## config.mk

```make
export PLATFORM = sky130hd
export DESIGN_NAME = pmic_supervisor_signals
export DESIGN_NICKNAME = d
export VERILOG_FILES = /design/src/include/pmic_supervisor_pkg.sv /design/src/verilog/pmic_supervisor_signals.sv
export SDC_FILE = /design/constraint.sdc
export NUM_CORES = 1
export LEC_CHECK = 0
export CAP_MARGIN = 20
export CORE_MARGIN = 8
export CORE_UTILIZATION = 55
export DETAILED_ROUTE_END_ITERATION = 10
export DONT_BUFFER_PORTS = 1
export HOLD_SLACK_MARGIN = 0.02
export PLACE_DENSITY = 0.74
export SLEW_MARGIN = 10
export SYNTH_ARGS = -nofsm -noshare
export SYNTH_HDL_FRONTEND = slang
export SYNTH_SLANG_ARGS = --single-unit
```

## constraint.sdc

```tcl
create_clock -name clk_sys -period 2.8 [get_ports clk_sys]
set_input_delay 0.14 -clock clk_sys [delete_from_list [all_inputs] [get_ports clk_sys]]
set_output_delay 0.14 -clock clk_sys [all_outputs]
set_load 0.01 [all_outputs]
```

## src/include/pmic_supervisor_pkg.sv

```systemverilog
// Overview of operation
// - Linear good high when at least one linear rail is enabled and every enabled one regulates
// - Linear good low in OFF and hard reset, follows linear rail health in other states
// - Main good combines bucks, switchables, unmasked linears
// - Main good waits ACTIVE, sequencer done, release delay
// - Load-switch good and overcurrent are ignored
// - Button input deglitched for 50 ms
// - Button press wakes from OFF or SLEEP
// - Button held over 8 s power-cycles device
// - Button changes set flag; level readable
// - Wake pin low on wakeup, released when ACTIVE
// - Wake low 50 ms after event until hold+50 ms
// - No hold within 5 s: power down
// - Power hold sampled as a level
// - Power hold level moves ACTIVE and SLEEP
// - Hard reset: rails off, defaults, at least 1 s
// - Hard reset release enters ACTIVE, sequences up
// - Events set flags and pull interrupt low
// - Flag read clears; persisting conditions re-assert
// - Masks gate only the interrupt pin
// - Events: button press/release, AC/USB changes, faults
// - Source priority AC, then USB, then battery
// - AC-to-USB switch depends on battery condition
// - Good release delay defaults to 20 ms
package pmic_supervisor_pkg;
	localparam int unsigned CLK_HZ = 100_000_000;
	localparam int unsigned DEGLITCH_MS = 50;
	localparam int unsigned WAKE_DELAY_MS = 50;
	localparam int unsigned GOOD_RELEASE_MS = 20;
	localparam int unsigned LONG_PRESS_S = 8;
	localparam int unsigned HOLD_TIMEOUT_S = 5;
	localparam int unsigned HARD_RESET_MIN_S = 1;
	localparam int unsigned IRQ_REARM_US = 32;
	localparam int unsigned DEGLITCH_CYCLES = DEGLITCH_MS * (CLK_HZ / 1000);
	localparam int unsigned WAKE_DELAY_CYCLES = WAKE_DELAY_MS * (CLK_HZ / 1000);
	localparam int unsigned GOOD_RELEASE_CYCLES = GOOD_RELEASE_MS * (CLK_HZ / 1000);
	localparam int unsigned LONG_PRESS_CYCLES = LONG_PRESS_S * CLK_HZ;
	localparam int unsigned HOLD_TIMEOUT_CYCLES = HOLD_TIMEOUT_S * CLK_HZ;
	localparam int unsigned HARD_RESET_MIN_CYCLES = HARD_RESET_MIN_S * CLK_HZ;
	localparam logic [11:0] IRQ_REARM_CYCLES = 12'(IRQ_REARM_US * (CLK_HZ / 1_000_000));
	localparam logic [7:0] OFFS_GOOD_MASK_CONFIG = 8'h00;
	localparam logic [7:0] OFFS_CONFIG = 8'h04;
	localparam logic [7:0] OFFS_STATUS = 8'h08;
	localparam logic [7:0] OFFS_IRQ_FLAGS = 8'h0C;
	localparam logic [7:0] OFFS_IRQ_MASK = 8'h10;
	localparam logic [1:0] GOOD_MASK_RESET = 2'h3;
	localparam logic [2:0] CONFIG_RESET = 3'h0;
	localparam logic [3:0] IRQ_MASK_RESET = 4'h0;
	localparam int unsigned CFG_OFF_SELECT = 0;
	localparam int unsigned CFG_SW1_LOAD_SWITCH = 1;
	localparam int unsigned CFG_SW2_LOAD_SWITCH = 2;
	localparam int unsigned IRQ_BUTTON = 0;
	localparam int unsigned IRQ_AC = 1;
	localparam int unsigned IRQ_USB = 2;
	localparam int unsigned IRQ_FAULT = 3;
	localparam logic [1:0] RESP_OKAY = 2'h0;
	localparam logic [1:0] RESP_SLVERR = 2'h2;
	typedef enum logic [2:0] {
		ST_OFF = 3'b000,
		ST_SLEEP = 3'b001,
		ST_WAIT_HOLD = 3'b010,
		ST_ACTIVE = 3'b011,
		ST_HARD_RESET = 3'b100,
		ST_CYCLE = 3'b101
	} power_state_t;
	typedef enum logic [1:0] {
		SRC_BATTERY = 2'b00,
		SRC_USB = 2'b01,
		SRC_AC = 2'b10
	} source_t;
	typedef enum logic [1:0] {
		BATT_GOOD = 2'b00,
		BATT_DEAD = 2'b01,
		BATT_SHORT = 2'b10
	} battery_t;
endpackage

```

## src/verilog/pmic_supervisor_signals.sv

```systemverilog
// Implementation choices: the AXI4-Lite register port and the register offsets.
`timescale 1ns/10ps
module pmic_supervisor_signals #(
	parameter int unsigned DEGLITCH_CYCLES = pmic_supervisor_pkg::DEGLITCH_CYCLES,
	parameter int unsigned WAKE_DELAY_CYCLES = pmic_supervisor_pkg::WAKE_DELAY_CYCLES,
	parameter int unsigned GOOD_RELEASE_CYCLES = pmic_supervisor_pkg::GOOD_RELEASE_CYCLES,
	parameter int unsigned LONG_PRESS_CYCLES = pmic_supervisor_pkg::LONG_PRESS_CYCLES,
	parameter int unsigned HOLD_TIMEOUT_CYCLES = pmic_supervisor_pkg::HOLD_TIMEOUT_CYCLES,
	parameter int unsigned HARD_RESET_MIN_CYCLES = pmic_supervisor_pkg::HARD_RESET_MIN_CYCLES
) (
	input wire logic clk_sys,
	input wire logic reset,
	input wire logic [7:0] s_axi_awaddr,
	input wire logic s_axi_awvalid,
	output logic s_axi_awready,
	input wire logic [31:0] s_axi_wdata,
	input wire logic [3:0] s_axi_wstrb,
	input wire logic s_axi_wvalid,
	output logic s_axi_wready,
	output logic [1:0] s_axi_bresp,
	output logic s_axi_bvalid,
	input wire logic s_axi_bready,
	input wire logic [7:0] s_axi_araddr,
	input wire logic s_axi_arvalid,
	output logic s_axi_arready,
	output logic [31:0] s_axi_rdata,
	output logic [1:0] s_axi_rresp,
	output logic s_axi_rvalid,
	input wire logic s_axi_rready,
	input wire logic button_in_n,
	input wire logic power_hold_in,
	input wire logic hard_reset_in_n,
	input wire logic ac_valid_in,
	input wire logic usb_valid_in,
	input wire logic ac_below_4v1_in,
	input wire pmic_supervisor_pkg::battery_t battery_state_in,
	input wire logic [2:0] buck_good_in,
	input wire logic [1:0] switchable_good_in,
	input wire logic [1:0] linear_enabled_in,
	input wire logic [1:0] linear_good_in,
	input wire logic seq_done_in,
	input wire logic thermal_shutdown_in,
	output logic seq_power_up,
	output logic seq_power_down,
	output logic rails_force_off,
	output pmic_supervisor_pkg::power_state_t power_state,
	output pmic_supervisor_pkg::source_t source_select,
	output logic linear_rails_good_out,
	output logic main_rails_good_out,
	input wire logic wake_notify_n_in,
	output logic wake_notify_n_out,
	output logic wake_notify_n_oe,
	input wire logic irq_out_n_in,
	output logic irq_out_n_out,
	output logic irq_out_n_oe
);
	import pmic_supervisor_pkg::*;

	function automatic logic is_mapped(input logic [7:0] addr);
		is_mapped = (addr == OFFS_GOOD_MASK_CONFIG) || (addr == OFFS_CONFIG) || (addr == OFFS_STATUS) ||
			(addr == OFFS_IRQ_FLAGS) || (addr == OFFS_IRQ_MASK);
	endfunction

	logic [1:0] good_mask_config;
	logic [2:0] config_bits;
	logic [3:0] irq_mask;
	logic [3:0] irq_flags;
	logic [11:0] rearm_cnt;
	logic [7:0] aw_addr;
	logic aw_full;
	logic [31:0] w_data;
	logic w_strb0;
	logic w_full;
	logic do_write;
	logic rd_clear;
	logic [31:0] read_word;
	logic regs_default;

	logic button_stable;
	logic [31:0] deglitch_cnt;
	logic button_press;
	logic button_change;
	logic [31:0] long_cnt;
	logic long_press;
	logic ac_prev;
	logic usb_prev;
	logic ac_change;
	logic usb_change;
	logic wake_event;

	power_state_t next_state;
	logic [31:0] wait_cnt;
	logic [31:0] hold_cnt;
	logic [31:0] hr_cnt;
	logic [31:0] release_cnt;
	logic good_released;
	logic rails_ok;
	logic fault_cond;
	logic fault_event;
	logic linear_ok;
	logic [3:0] irq_events;
	logic [3:0] irq_persist;
	source_t next_source;

	// Registers return to defaults on bus reset and throughout a hard reset
	assign regs_default = reset || (power_state == ST_HARD_RESET);

	// AXI4-Lite write path: address and data taken independently
	assign s_axi_awready = !aw_full;
	assign s_axi_wready = !w_full;
	assign do_write = aw_full && w_full && !s_axi_bvalid;

	always_ff @(posedge clk_sys) begin
		if (reset) begin
			aw_full <= 1'b0;
			aw_addr <= 8'h00;
		end else if (s_axi_awvalid && !aw_full) begin
			aw_full <= 1'b1;
			aw_addr <= s_axi_awaddr;
		end else if (do_write) begin
			aw_full <= 1'b0;
		end
	end

	always_ff @(posedge clk_sys) begin
		if (reset) begin
			w_full <= 1'b0;
			w_data <= 32'h0000_0000;
			w_strb0 <= 1'b0;
		end else if (s_axi_wvalid && !w_full) begin
			w_full <= 1'b1;
			w_data <= s_axi_wdata;
			w_strb0 <= s_axi_wstrb[0];
		end else if (do_write) begin
			w_full <= 1'b0;
		end
	end

	always_ff @(posedge clk_sys) begin
		if (reset) begin
			s_axi_bvalid <= 1'b0;
			s_axi_bresp <= RESP_OKAY;
		end else if (do_write) begin
			s_axi_bvalid <= 1'b1;
			s_axi_bresp <= is_mapped(aw_addr) ? RESP_OKAY : RESP_SLVERR;
		end else if (s_axi_bready) begin
			s_axi_bvalid <= 1'b0;
		end
	end

	always_ff @(posedge clk_sys) begin
		if (regs_default) begin
			good_mask_config <= GOOD_MASK_RESET;
			config_bits <= CONFIG_RESET;
			irq_mask <= IRQ_MASK_RESET;
		end else if (do_write && w_strb0) begin
			if (aw_addr == OFFS_GOOD_MASK_CONFIG) begin
				good_mask_config <= w_data[1:0];
			end
			if (aw_addr == OFFS_CONFIG) begin
				config_bits <= w_data[2:0];
			end
			if (aw_addr == OFFS_IRQ_MASK) begin
				irq_mask <= w_data[3:0];
			end
		end
	end

	// AXI4-Lite read path; reading the flag register clears it
	assign s_axi_arready = !s_axi_rvalid;
	assign rd_clear = s_axi_arvalid && !s_axi_rvalid && (s_axi_araddr == OFFS_IRQ_FLAGS);

	always_comb begin
		read_word = 32'h0000_0000;
		case (s_axi_araddr)
			OFFS_GOOD_MASK_CONFIG: read_word[1:0] = good_mask_config;
			OFFS_CONFIG: read_word[2:0] = config_bits;
			OFFS_STATUS: read_word[11:0] = {linear_rails_good_out, main_rails_good_out, irq_out_n_in,
				wake_notify_n_in, source_select, power_state, usb_valid_in, ac_valid_in, !button_stable};
			OFFS_IRQ_FLAGS: read_word[3:0] = irq_flags;
			OFFS_IRQ_MASK: read_word[3:0] = irq_mask;
			default: read_word = 32'h0000_0000;
		endcase
	end

	always_ff @(posedge clk_sys) begin
		if (reset) begin
			s_axi_rvalid <= 1'b0;
			s_axi_rdata <= 32'h0000_0000;
			s_axi_rresp <= RESP_OKAY;
		end else if (s_axi_arvalid && !s_axi_rvalid) begin
			s_axi_rvalid <= 1'b1;
			s_axi_rdata <= read_word;
			s_axi_rresp <= is_mapped(s_axi_araddr) ? RESP_OKAY : RESP_SLVERR;
		end else if (s_axi_rready) begin
			s_axi_rvalid <= 1'b0;
		end
	end

	// Button deglitch on the free-running clock; level must hold for the full window
	always_ff @(posedge clk_sys) begin
		if (reset) begin
			button_stable <= 1'b1;
			deglitch_cnt <= 32'h0000_0000;
		end else if (button_in_n == button_stable) begin
			deglitch_cnt <= 32'h0000_0000;
		end else if (deglitch_cnt >= 32'(DEGLITCH_CYCLES - 1)) begin
			button_stable <= button_in_n;
			deglitch_cnt <= 32'h0000_0000;
		end else begin
			deglitch_cnt <= deglitch_cnt + 32'h0000_0001;
		end
	end

	assign button_change = (button_in_n != button_stable) && (deglitch_cnt >= 32'(DEGLITCH_CYCLES - 1));
	assign button_press = button_change && button_stable;

	// Long-press counter fires once per press
	always_ff @(posedge clk_sys) begin
		if (reset || button_stable) begin
			long_cnt <= 32'h0000_0000;
		end else if (long_cnt <= 32'(LONG_PRESS_CYCLES)) begin
			long_cnt <= long_cnt + 32'h0000_0001;
		end
	end

	assign long_press = (long_cnt == 32'(LONG_PRESS_CYCLES));

	always_ff @(posedge clk_sys) begin
		if (reset) begin
			ac_prev <= 1'b0;
			usb_prev <= 1'b0;
		end else begin
			ac_prev <= ac_valid_in;
			usb_prev <= usb_valid_in;
		end
	end

	assign ac_change = ac_valid_in != ac_prev;
	assign usb_change = usb_valid_in != usb_prev;
	assign wake_event = button_press || (ac_valid_in && !ac_prev) || (usb_valid_in && !usb_prev);

	// Rail health; load-switch outputs drop out of the monitored set
	assign linear_ok = (linear_enabled_in[0] || linear_enabled_in[1]) &&
		!(linear_enabled_in[0] && !linear_good_in[0]) && !(linear_enabled_in[1] && !linear_good_in[1]);
	assign rails_ok = (&buck_good_in) &&
		(switchable_good_in[0] || config_bits[CFG_SW1_LOAD_SWITCH]) &&
		(switchable_good_in[1] || config_bits[CFG_SW2_LOAD_SWITCH]) &&
		(linear_good_in[0] || good_mask_config[0]) &&
		(linear_good_in[1] || good_mask_config[1]);
	assign fault_cond = thermal_shutdown_in || (good_released && !rails_ok);
	assign fault_event = fault_cond && (power_state == ST_ACTIVE || power_state == ST_WAIT_HOLD);

	always_ff @(posedge clk_sys) begin
		if (reset || power_state != ST_ACTIVE || !seq_done_in) begin
			release_cnt <= 32'h0000_0000;
		end else if (release_cnt < 32'(GOOD_RELEASE_CYCLES)) begin
			release_cnt <= release_cnt + 32'h0000_0001;
		end
	end

	assign good_released = (power_state == ST_ACTIVE) && seq_done_in &&
		(release_cnt == 32'(GOOD_RELEASE_CYCLES));

	// Power state machine
	always_comb begin
		next_state = power_state;
		case (power_state)
			ST_OFF, ST_SLEEP: begin
				if (wake_event) begin
					next_state = ST_WAIT_HOLD;
				end else if (power_state == ST_SLEEP && power_hold_in) begin
					next_state = ST_ACTIVE;
				end
			end
			ST_WAIT_HOLD: begin
				if (fault_event) begin
					next_state = ST_OFF;
				end else if (long_press) begin
					next_state = ST_CYCLE;
				end else if (hold_cnt >= 32'(WAKE_DELAY_CYCLES)) begin
					next_state = ST_ACTIVE;
				end else if (!power_hold_in && wait_cnt >= 32'(WAKE_DELAY_CYCLES + HOLD_TIMEOUT_CYCLES)) begin
					next_state = config_bits[CFG_OFF_SELECT] ? ST_OFF : ST_SLEEP;
				end
			end
			ST_ACTIVE: begin
				if (fault_event) begin
					next_state = ST_OFF;
				end else if (long_press) begin
					next_state = ST_CYCLE;
				end else if (!power_hold_in) begin
					next_state = ST_SLEEP;
				end
			end
			ST_HARD_RESET: begin
				if (hard_reset_in_n && hr_cnt >= 32'(HARD_RESET_MIN_CYCLES)) begin
					next_state = ST_ACTIVE;
				end
			end
			ST_CYCLE: next_state = ST_WAIT_HOLD;
			default: next_state = ST_OFF;
		endcase
		if (!hard_reset_in_n) begin
			next_state = ST_HARD_RESET;
		end
	end

	always_ff @(posedge clk_sys) begin
		if (reset) begin
			power_state <= ST_OFF;
			seq_power_up <= 1'b0;
			seq_power_down <= 1'b0;
			rails_force_off <= 1'b0;
		end else begin
			power_state <= next_state;
			seq_power_up <= (next_state == ST_WAIT_HOLD && power_state != ST_WAIT_HOLD) ||
				(next_state == ST_ACTIVE && (power_state == ST_HARD_RESET || power_state == ST_SLEEP));
			seq_power_down <= (power_state == ST_ACTIVE || power_state == ST_WAIT_HOLD) &&
				(next_state == ST_OFF || next_state == ST_SLEEP || next_state == ST_CYCLE);
			rails_force_off <= (next_state == ST_HARD_RESET);
		end
	end

	// Wait counters: time since the wake event, and how long hold has been seen
	always_ff @(posedge clk_sys) begin
		if (reset || power_state != ST_WAIT_HOLD) begin
			wait_cnt <= 32'h0000_0000;
		end else if (wait_cnt < 32'(WAKE_DELAY_CYCLES + HOLD_TIMEOUT_CYCLES)) begin
			wait_cnt <= wait_cnt + 32'h0000_0001;
		end
	end

	always_ff @(posedge clk_sys) begin
		if (reset || power_state != ST_WAIT_HOLD || !power_hold_in || wait_cnt < 32'(WAKE_DELAY_CYCLES)) begin
			hold_cnt <= 32'h0000_0000;
		end else if (hold_cnt < 32'(WAKE_DELAY_CYCLES)) begin
			hold_cnt <= hold_cnt + 32'h0000_0001;
		end
	end

	always_ff @(posedge clk_sys) begin
		if (reset || power_state != ST_HARD_RESET) begin
			hr_cnt <= 32'h0000_0000;
		end else if (hr_cnt < 32'(HARD_RESET_MIN_CYCLES)) begin
			hr_cnt <= hr_cnt + 32'h0000_0001;
		end
	end

	// Rail-good pins
	always_ff @(posedge clk_sys) begin
		if (reset) begin
			linear_rails_good_out <= 1'b0;
			main_rails_good_out <= 1'b0;
		end else begin
			linear_rails_good_out <= linear_ok && (power_state != ST_OFF) &&
				(power_state != ST_HARD_RESET);
			main_rails_good_out <= good_released && rails_ok;
		end
	end

	// Input source selection
	always_comb begin
		if (ac_valid_in && !(ac_below_4v1_in && usb_valid_in && (battery_state_in == BATT_SHORT ||
			(battery_state_in == BATT_DEAD && source_select != SRC_AC)))) begin
			next_source = SRC_AC;
		end else if (usb_valid_in) begin
			next_source = SRC_USB;
		end else begin
			next_source = SRC_BATTERY;
		end
	end

	always_ff @(posedge clk_sys) begin
		if (reset) begin
			source_select <= SRC_BATTERY;
		end else begin
			source_select <= next_source;
		end
	end

	// Interrupt flags: a new event wins over a clearing read
	assign irq_events[IRQ_BUTTON] = button_change;
	assign irq_events[IRQ_AC] = ac_change;
	assign irq_events[IRQ_USB] = usb_change;
	assign irq_events[IRQ_FAULT] = fault_event;
	assign irq_persist = {fault_cond, 3'b000};

	generate
		for (genvar i = 0; i < 4; i++) begin : gen_flag
			always_ff @(posedge clk_sys) begin
				if (regs_default) begin
					irq_flags[i] <= 1'b0;
				end else if (irq_events[i] || (rd_clear && irq_persist[i])) begin
					irq_flags[i] <= 1'b1;
				end else if (rd_clear) begin
					irq_flags[i] <= 1'b0;
				end
			end
		end
	endgenerate

	always_ff @(posedge clk_sys) begin
		if (reset) begin
			rearm_cnt <= 12'h000;
		end else if (rd_clear) begin
			rearm_cnt <= IRQ_REARM_CYCLES;
		end else if (rearm_cnt != 12'h000) begin
			rearm_cnt <= rearm_cnt - 12'h001;
		end
	end

	// Open-drain pins: value low, enable high when pulling down
	assign wake_notify_n_out = 1'b0;
	assign irq_out_n_out = 1'b0;

	always_ff @(posedge clk_sys) begin
		if (reset) begin
			irq_out_n_oe <= 1'b0;
			wake_notify_n_oe <= 1'b0;
		end else begin
			irq_out_n_oe <= (|(irq_flags & ~irq_mask)) && !rd_clear && (rearm_cnt == 12'h000);
			wake_notify_n_oe <= (next_state == ST_WAIT_HOLD) && (wait_cnt >= 32'(WAKE_DELAY_CYCLES));
		end
	end
endmodule
```

-- Word level (Yosys, flattened, before mapping)
Cells that the tools add are included.
- reductions and logical operators: 113
- bitwise operators: 3
- $lt $le $gt $ge: 11
- eq/ne operators: 30
- muxes and demuxes: 35
- div/mod/pow operators: 0
- shift-type cells: 0
- multipliers: 0
- add/sub/neg operators: 7
- operator list (cell ; count):
    32-bit by 1-bit adder with 32-bit output, second input constant ; 6
    32-bit by 23-bit >= comparator with 1-bit output, second input constant ; 3
    32-bit by 23-bit less-than comparator with 1-bit output, second input constant ; 2
    1-bit logical AND ; 40
    3-bit 2-to-1 mux ; 11
    32-bit by 21-bit equality test with 1-bit output, second input constant ; 1
    32-bit by 30-bit equality test with 1-bit output, second input constant ; 1
    8-bit by 4-bit equality test with 1-bit output, second input constant ; 4
    32-bit by 27-bit >= comparator with 1-bit output, second input constant ; 1
    32-bit by 29-bit >= comparator with 1-bit output, second input constant ; 1
    32-bit by 30-bit <= comparator with 1-bit output, second input constant ; 1
    32-bit by 21-bit less-than comparator with 1-bit output, second input constant ; 1
    32-bit by 27-bit less-than comparator with 1-bit output, second input constant ; 1
    32-bit by 29-bit less-than comparator with 1-bit output, second input constant ; 1
    1-bit logical OR ; 31
    12-bit 2-to-1 mux ; 2
    2-bit nonzero test ; 9
    8-bit by 3-bit equality test with 1-bit output, second input constant ; 2
    8-bit by 5-bit equality test with 1-bit output, second input constant ; 2
    1-bit logical NOT ; 16
    8-bit logical NOT ; 2
    3-bit case mux with 5 select lines ; 1
    1-bit 2-to-1 mux ; 14
    3-bit by 2-bit equality test with 1-bit output, second input constant ; 4
    27 further kinds ; 42
- latch bits: 0
- memory bits (read-only): 0
- bits in registers: 265
- memory bits (writable): 0
- input bits: 80
- output and inout bits: 55
- memories kept: 0

-- Depth between registers and ports, before layout
- depth in word-level cells: 16
- gate-level depth with buffers: 11

-- Worst setup path after synthesis
Ideal clock, no wire load.
- kind: register -> register
- start point: register long_cnt[22]
- end point: register long_cnt[1]
- required time: 2.672 ns
- data arrival time: 2.105 ns
- cell stages (with the launch flop): 9
- setup slack: 0.568 ns
- cell sequence: dfxtp_1 > or4b_1 > or4_1 > o21ai_1 > o21ba_1 > buf_4 > buf_8 > mux2i_1 > nor2_1
- cells in the longest elaborated chain, start to end: 1
- ends and longest elaborated chain (what ; RTL line ; source):
    start, declared ; pmic_supervisor_signals.sv:83 ; logic [31:0] long_cnt;
    start signal, assigned ; pmic_supervisor_signals.sv:223 ; long_cnt <= long_cnt + 32'h0000_0001;
    32-bit by 30-bit <= comparator with 1-bit output ; pmic_supervisor_signals.sv:222 ; end else if (long_cnt <= 32'(LONG_PRESS_CYCLES)) begin
No other way between the ends.
A chain may end at the register's enable or synchronous reset.

-- Worst setup path after layout
- start point: register long_cnt[21]
- end point: register long_cnt[14]
Same word-level chain as after synthesis.

==> impl_results.md <==
* Cell with the most instances after synthesis: dfxtp_1
* FFs w/ async S/R, synth at 0
* WP data required at 3200 ps
* Total power draw at 8870 uW
* Total GRT Usage at 0.193
* WL/cell at 15.2 microns
* Gr ovfl total at 0
* Ranking of synthesized cells by area: dfxtp_1 45%, nor2_1 7.7%, xnor2_1 6.0%
* Drt drc at 0
* Tcrit/Tclk final at 0.930
* Initial drt markers at 605
* Post-route cell area at 0.0135 sq mm
* Sum of negative setup slack at 0 ps
* TritonCTS clock tree: yes
* Post-DRT Antenna Nets at 0
* Yosys warns at 0
* DP Wirelength at 17.2 mm
* Area Overhead vs Synth at 14.7%
* Maxcap violations at 0
* Peak supply drop at 0.634 mV
* CTS sink count at 263
* Fmax at 384 MHz
* Vias/cell at 5.48
* Die area at 0.0264 sq mm
* Most frequent cells after synthesis: 263 x dfxtp_1, 243 x nor2_1, 88 x nand2_1
* Setup bufs post-CTS at 0
* Setup violators final at 0
* Worst-path clk slew at 60 ps
* Skew-Pair Late Insertion Delay at 540 ps
* Slew at the pin closest to its max-slew limit at 1080 ps
* P per Cell Area at 657 mW/mm^2
* Leak pwr at 0.00468 uW
* Min cycle time layout at 2600 ps
* Mapped Cells at 1,355
* FP Rows at 53
* Area after DPL at 0.0120 sq mm
* Pre-Repair DR Iteration Count at 5
* Share of cells above drive strength 1 at 0.0751
* Critical-path maximum fanout at 10
* CP Class: flop to flop
* IO buf count at 0
* Core Area at 0.0210 sq mm
* Area leader, netlist: dfxtp_1
* Boundary Pins at 135
* Arr. time, crit path at 3000 ps
* Clock Tree Root: clkbuf_16
* Outcome: complete, no violations
* Sequential area share after synthesis at 0.447
* Slew margin rel. at 0.274
* Post-CTS sizing at 0
* Avg Inst Size Synth at 8.69 sq um
* Starting Density at 0.560
* Deepest clock path buffer count at 3
* Final Skew at 13.2 ps
* EDFF count, synth at 0
* Pin count of the biggest net entering global routing at 51
* Vias at 9,323
* Top_reg_cell synth: dfxtp_1
* Gpl congestion at 0.854
* Initial antenna violation count at 1
* Synth Cell Area at 0.0118 sq mm
* Number of global-route vias before repair at 9,005
* Crit. End Element: flop
* Hold Crit Depth at 3
* R2R depth at 7
* Worst hold path class: primary input to flop
* Final #Nets at 1,497
* Worst setup SP type: flop
* RSZ-0062 raised after global routing: false
* First-pass GRT wire length at 43.5 mm
* Register bit total from synthesis at 263
* Die width at 162 microns
* H-tree depth at 1
* CTS buffer count at 28
* Final hold violation count at 0
* Fin. max-slew vios at 0
* Netlist cell types at 73
* Die height at 162 microns
* Synth top area share at 0.447
* Total wire length after detailed routing at 25.9 mm
-- layer usage --
metal | track usage | wire length (microns)
met1 | 0.246 | 11700
met4 | 0.0564 | 574
met3 | 0.0311 | 1210
met2 | 0.330 | 12400
met5 | 0 | 0
-- timing repair --
action                                 in CTS  in global routing
setup endpoints to repair                   0                  0
hold buffers                               38                  0
endpoints found under the hold margin      88                  0
-- cell usage in the layout (no fill, tap or decap), drive strengths merged, types with 16 or more instances in the layout --
master	instances
nor2	243
nor3	63
dlygate4sd3	37
and3	18
dfxtp	263
mux2i	27
inv	62
xnor2	81
or3	18
buf	20
xor2	55
clkbuf	35
and4	16
nand3	56
o21ai	29
nor4	34
a21oi	31
and2	28
conb	33
nand4	38
nand2	88
-- cell type report --
class | instances | area, sq um
inverters | 62 | 233
diodes | 1 | 2.50
fillers | 1714 | 7510
multi-input cells | 991 | 6020
clock buffers | 35 | 767
repair buffers | 57 | 553
well taps | 275 | 344
clock inverters | 17 | 332
flip-flops and latches | 263 | 5270
-- logic make-up (layout without fill, tap and decap cells) --
| family | after synthesis | in the layout | synth area share |
|---|---|---|---|
| AO/OA/AOI/OAI | 127 | 127 | 0.0745 |
| other | 1 | 34 | 0.000318 |
| XOR/XNOR | 136 | 136 | 0.101 |
| flip-flops | 263 | 263 | 0.447 |
| multiplexers | 30 | 30 | 0.0258 |
| buffers and inverters | 133 | 171 | 0.0524 |
| AND/OR/NAND/NOR | 651 | 651 | 0.284 |
| adder cells (fa/ha/maj) | 14 | 14 | 0.0149 |
-- report_power, final --
part | switching [uW] | internal, uW
clock network | 1520 | 2780
logic | 342 | 277
registers | 101 | 3850
-- sequential cells by signal (all words and copies together) (netlist names), 2 cells and up --
name / flops
w_data: 4
rearm_cnt: 12
release_cnt: 32
hold_cnt: 32
source_select: 2
hr_cnt: 32
power_state: 3
s_axi_rdata: 12
good_mask_config: 2
deglitch_cnt: 32
irq_mask: 4
aw_addr: 8
wait_cnt: 32
long_cnt: 32
irq_flags: 4
config_bits: 3
-- stage by stage --
step	worst slack, ps	utilization	hold WS [ps]	std cells
5_1_grt	67.5	0.643	42.4	1701
3_3_place_gp	368	0.571	221	1609
2_1_floorplan	568	-	240	1387
4_1_cts	263	0.641	25.2	1699
3_5_place_dp	293	0.571	221	1609
6_report	197	0.643	48.3	1701
-- critical path: stages, from the launching register on --
cell	delay, ps
dfxtp_1	460
or4b_1	470
or4_1	580
o21ai_1	300
nor2_1	240
nand4_1	180
xor2_1	180
nor2_1	50
-- final timing paths --
check | startpoint | endpoint | slack [ps]
min | linear_good_in[0] | main_rails_good_out$_SDFF_PP0_ | 50
min reg2reg | hold_cnt[28]$_SDFFE_PP0N_ | hold_cnt[28]$_SDFFE_PP0N_ | 430
max reg2reg | long_cnt[21]$_SDFFE_PP0P_ | long_cnt[14]$_SDFFE_PP0P_ | 200
max | long_cnt[21]$_SDFFE_PP0P_ | long_cnt[14]$_SDFFE_PP0P_ | 200
(Power assumes the default switching activity.)
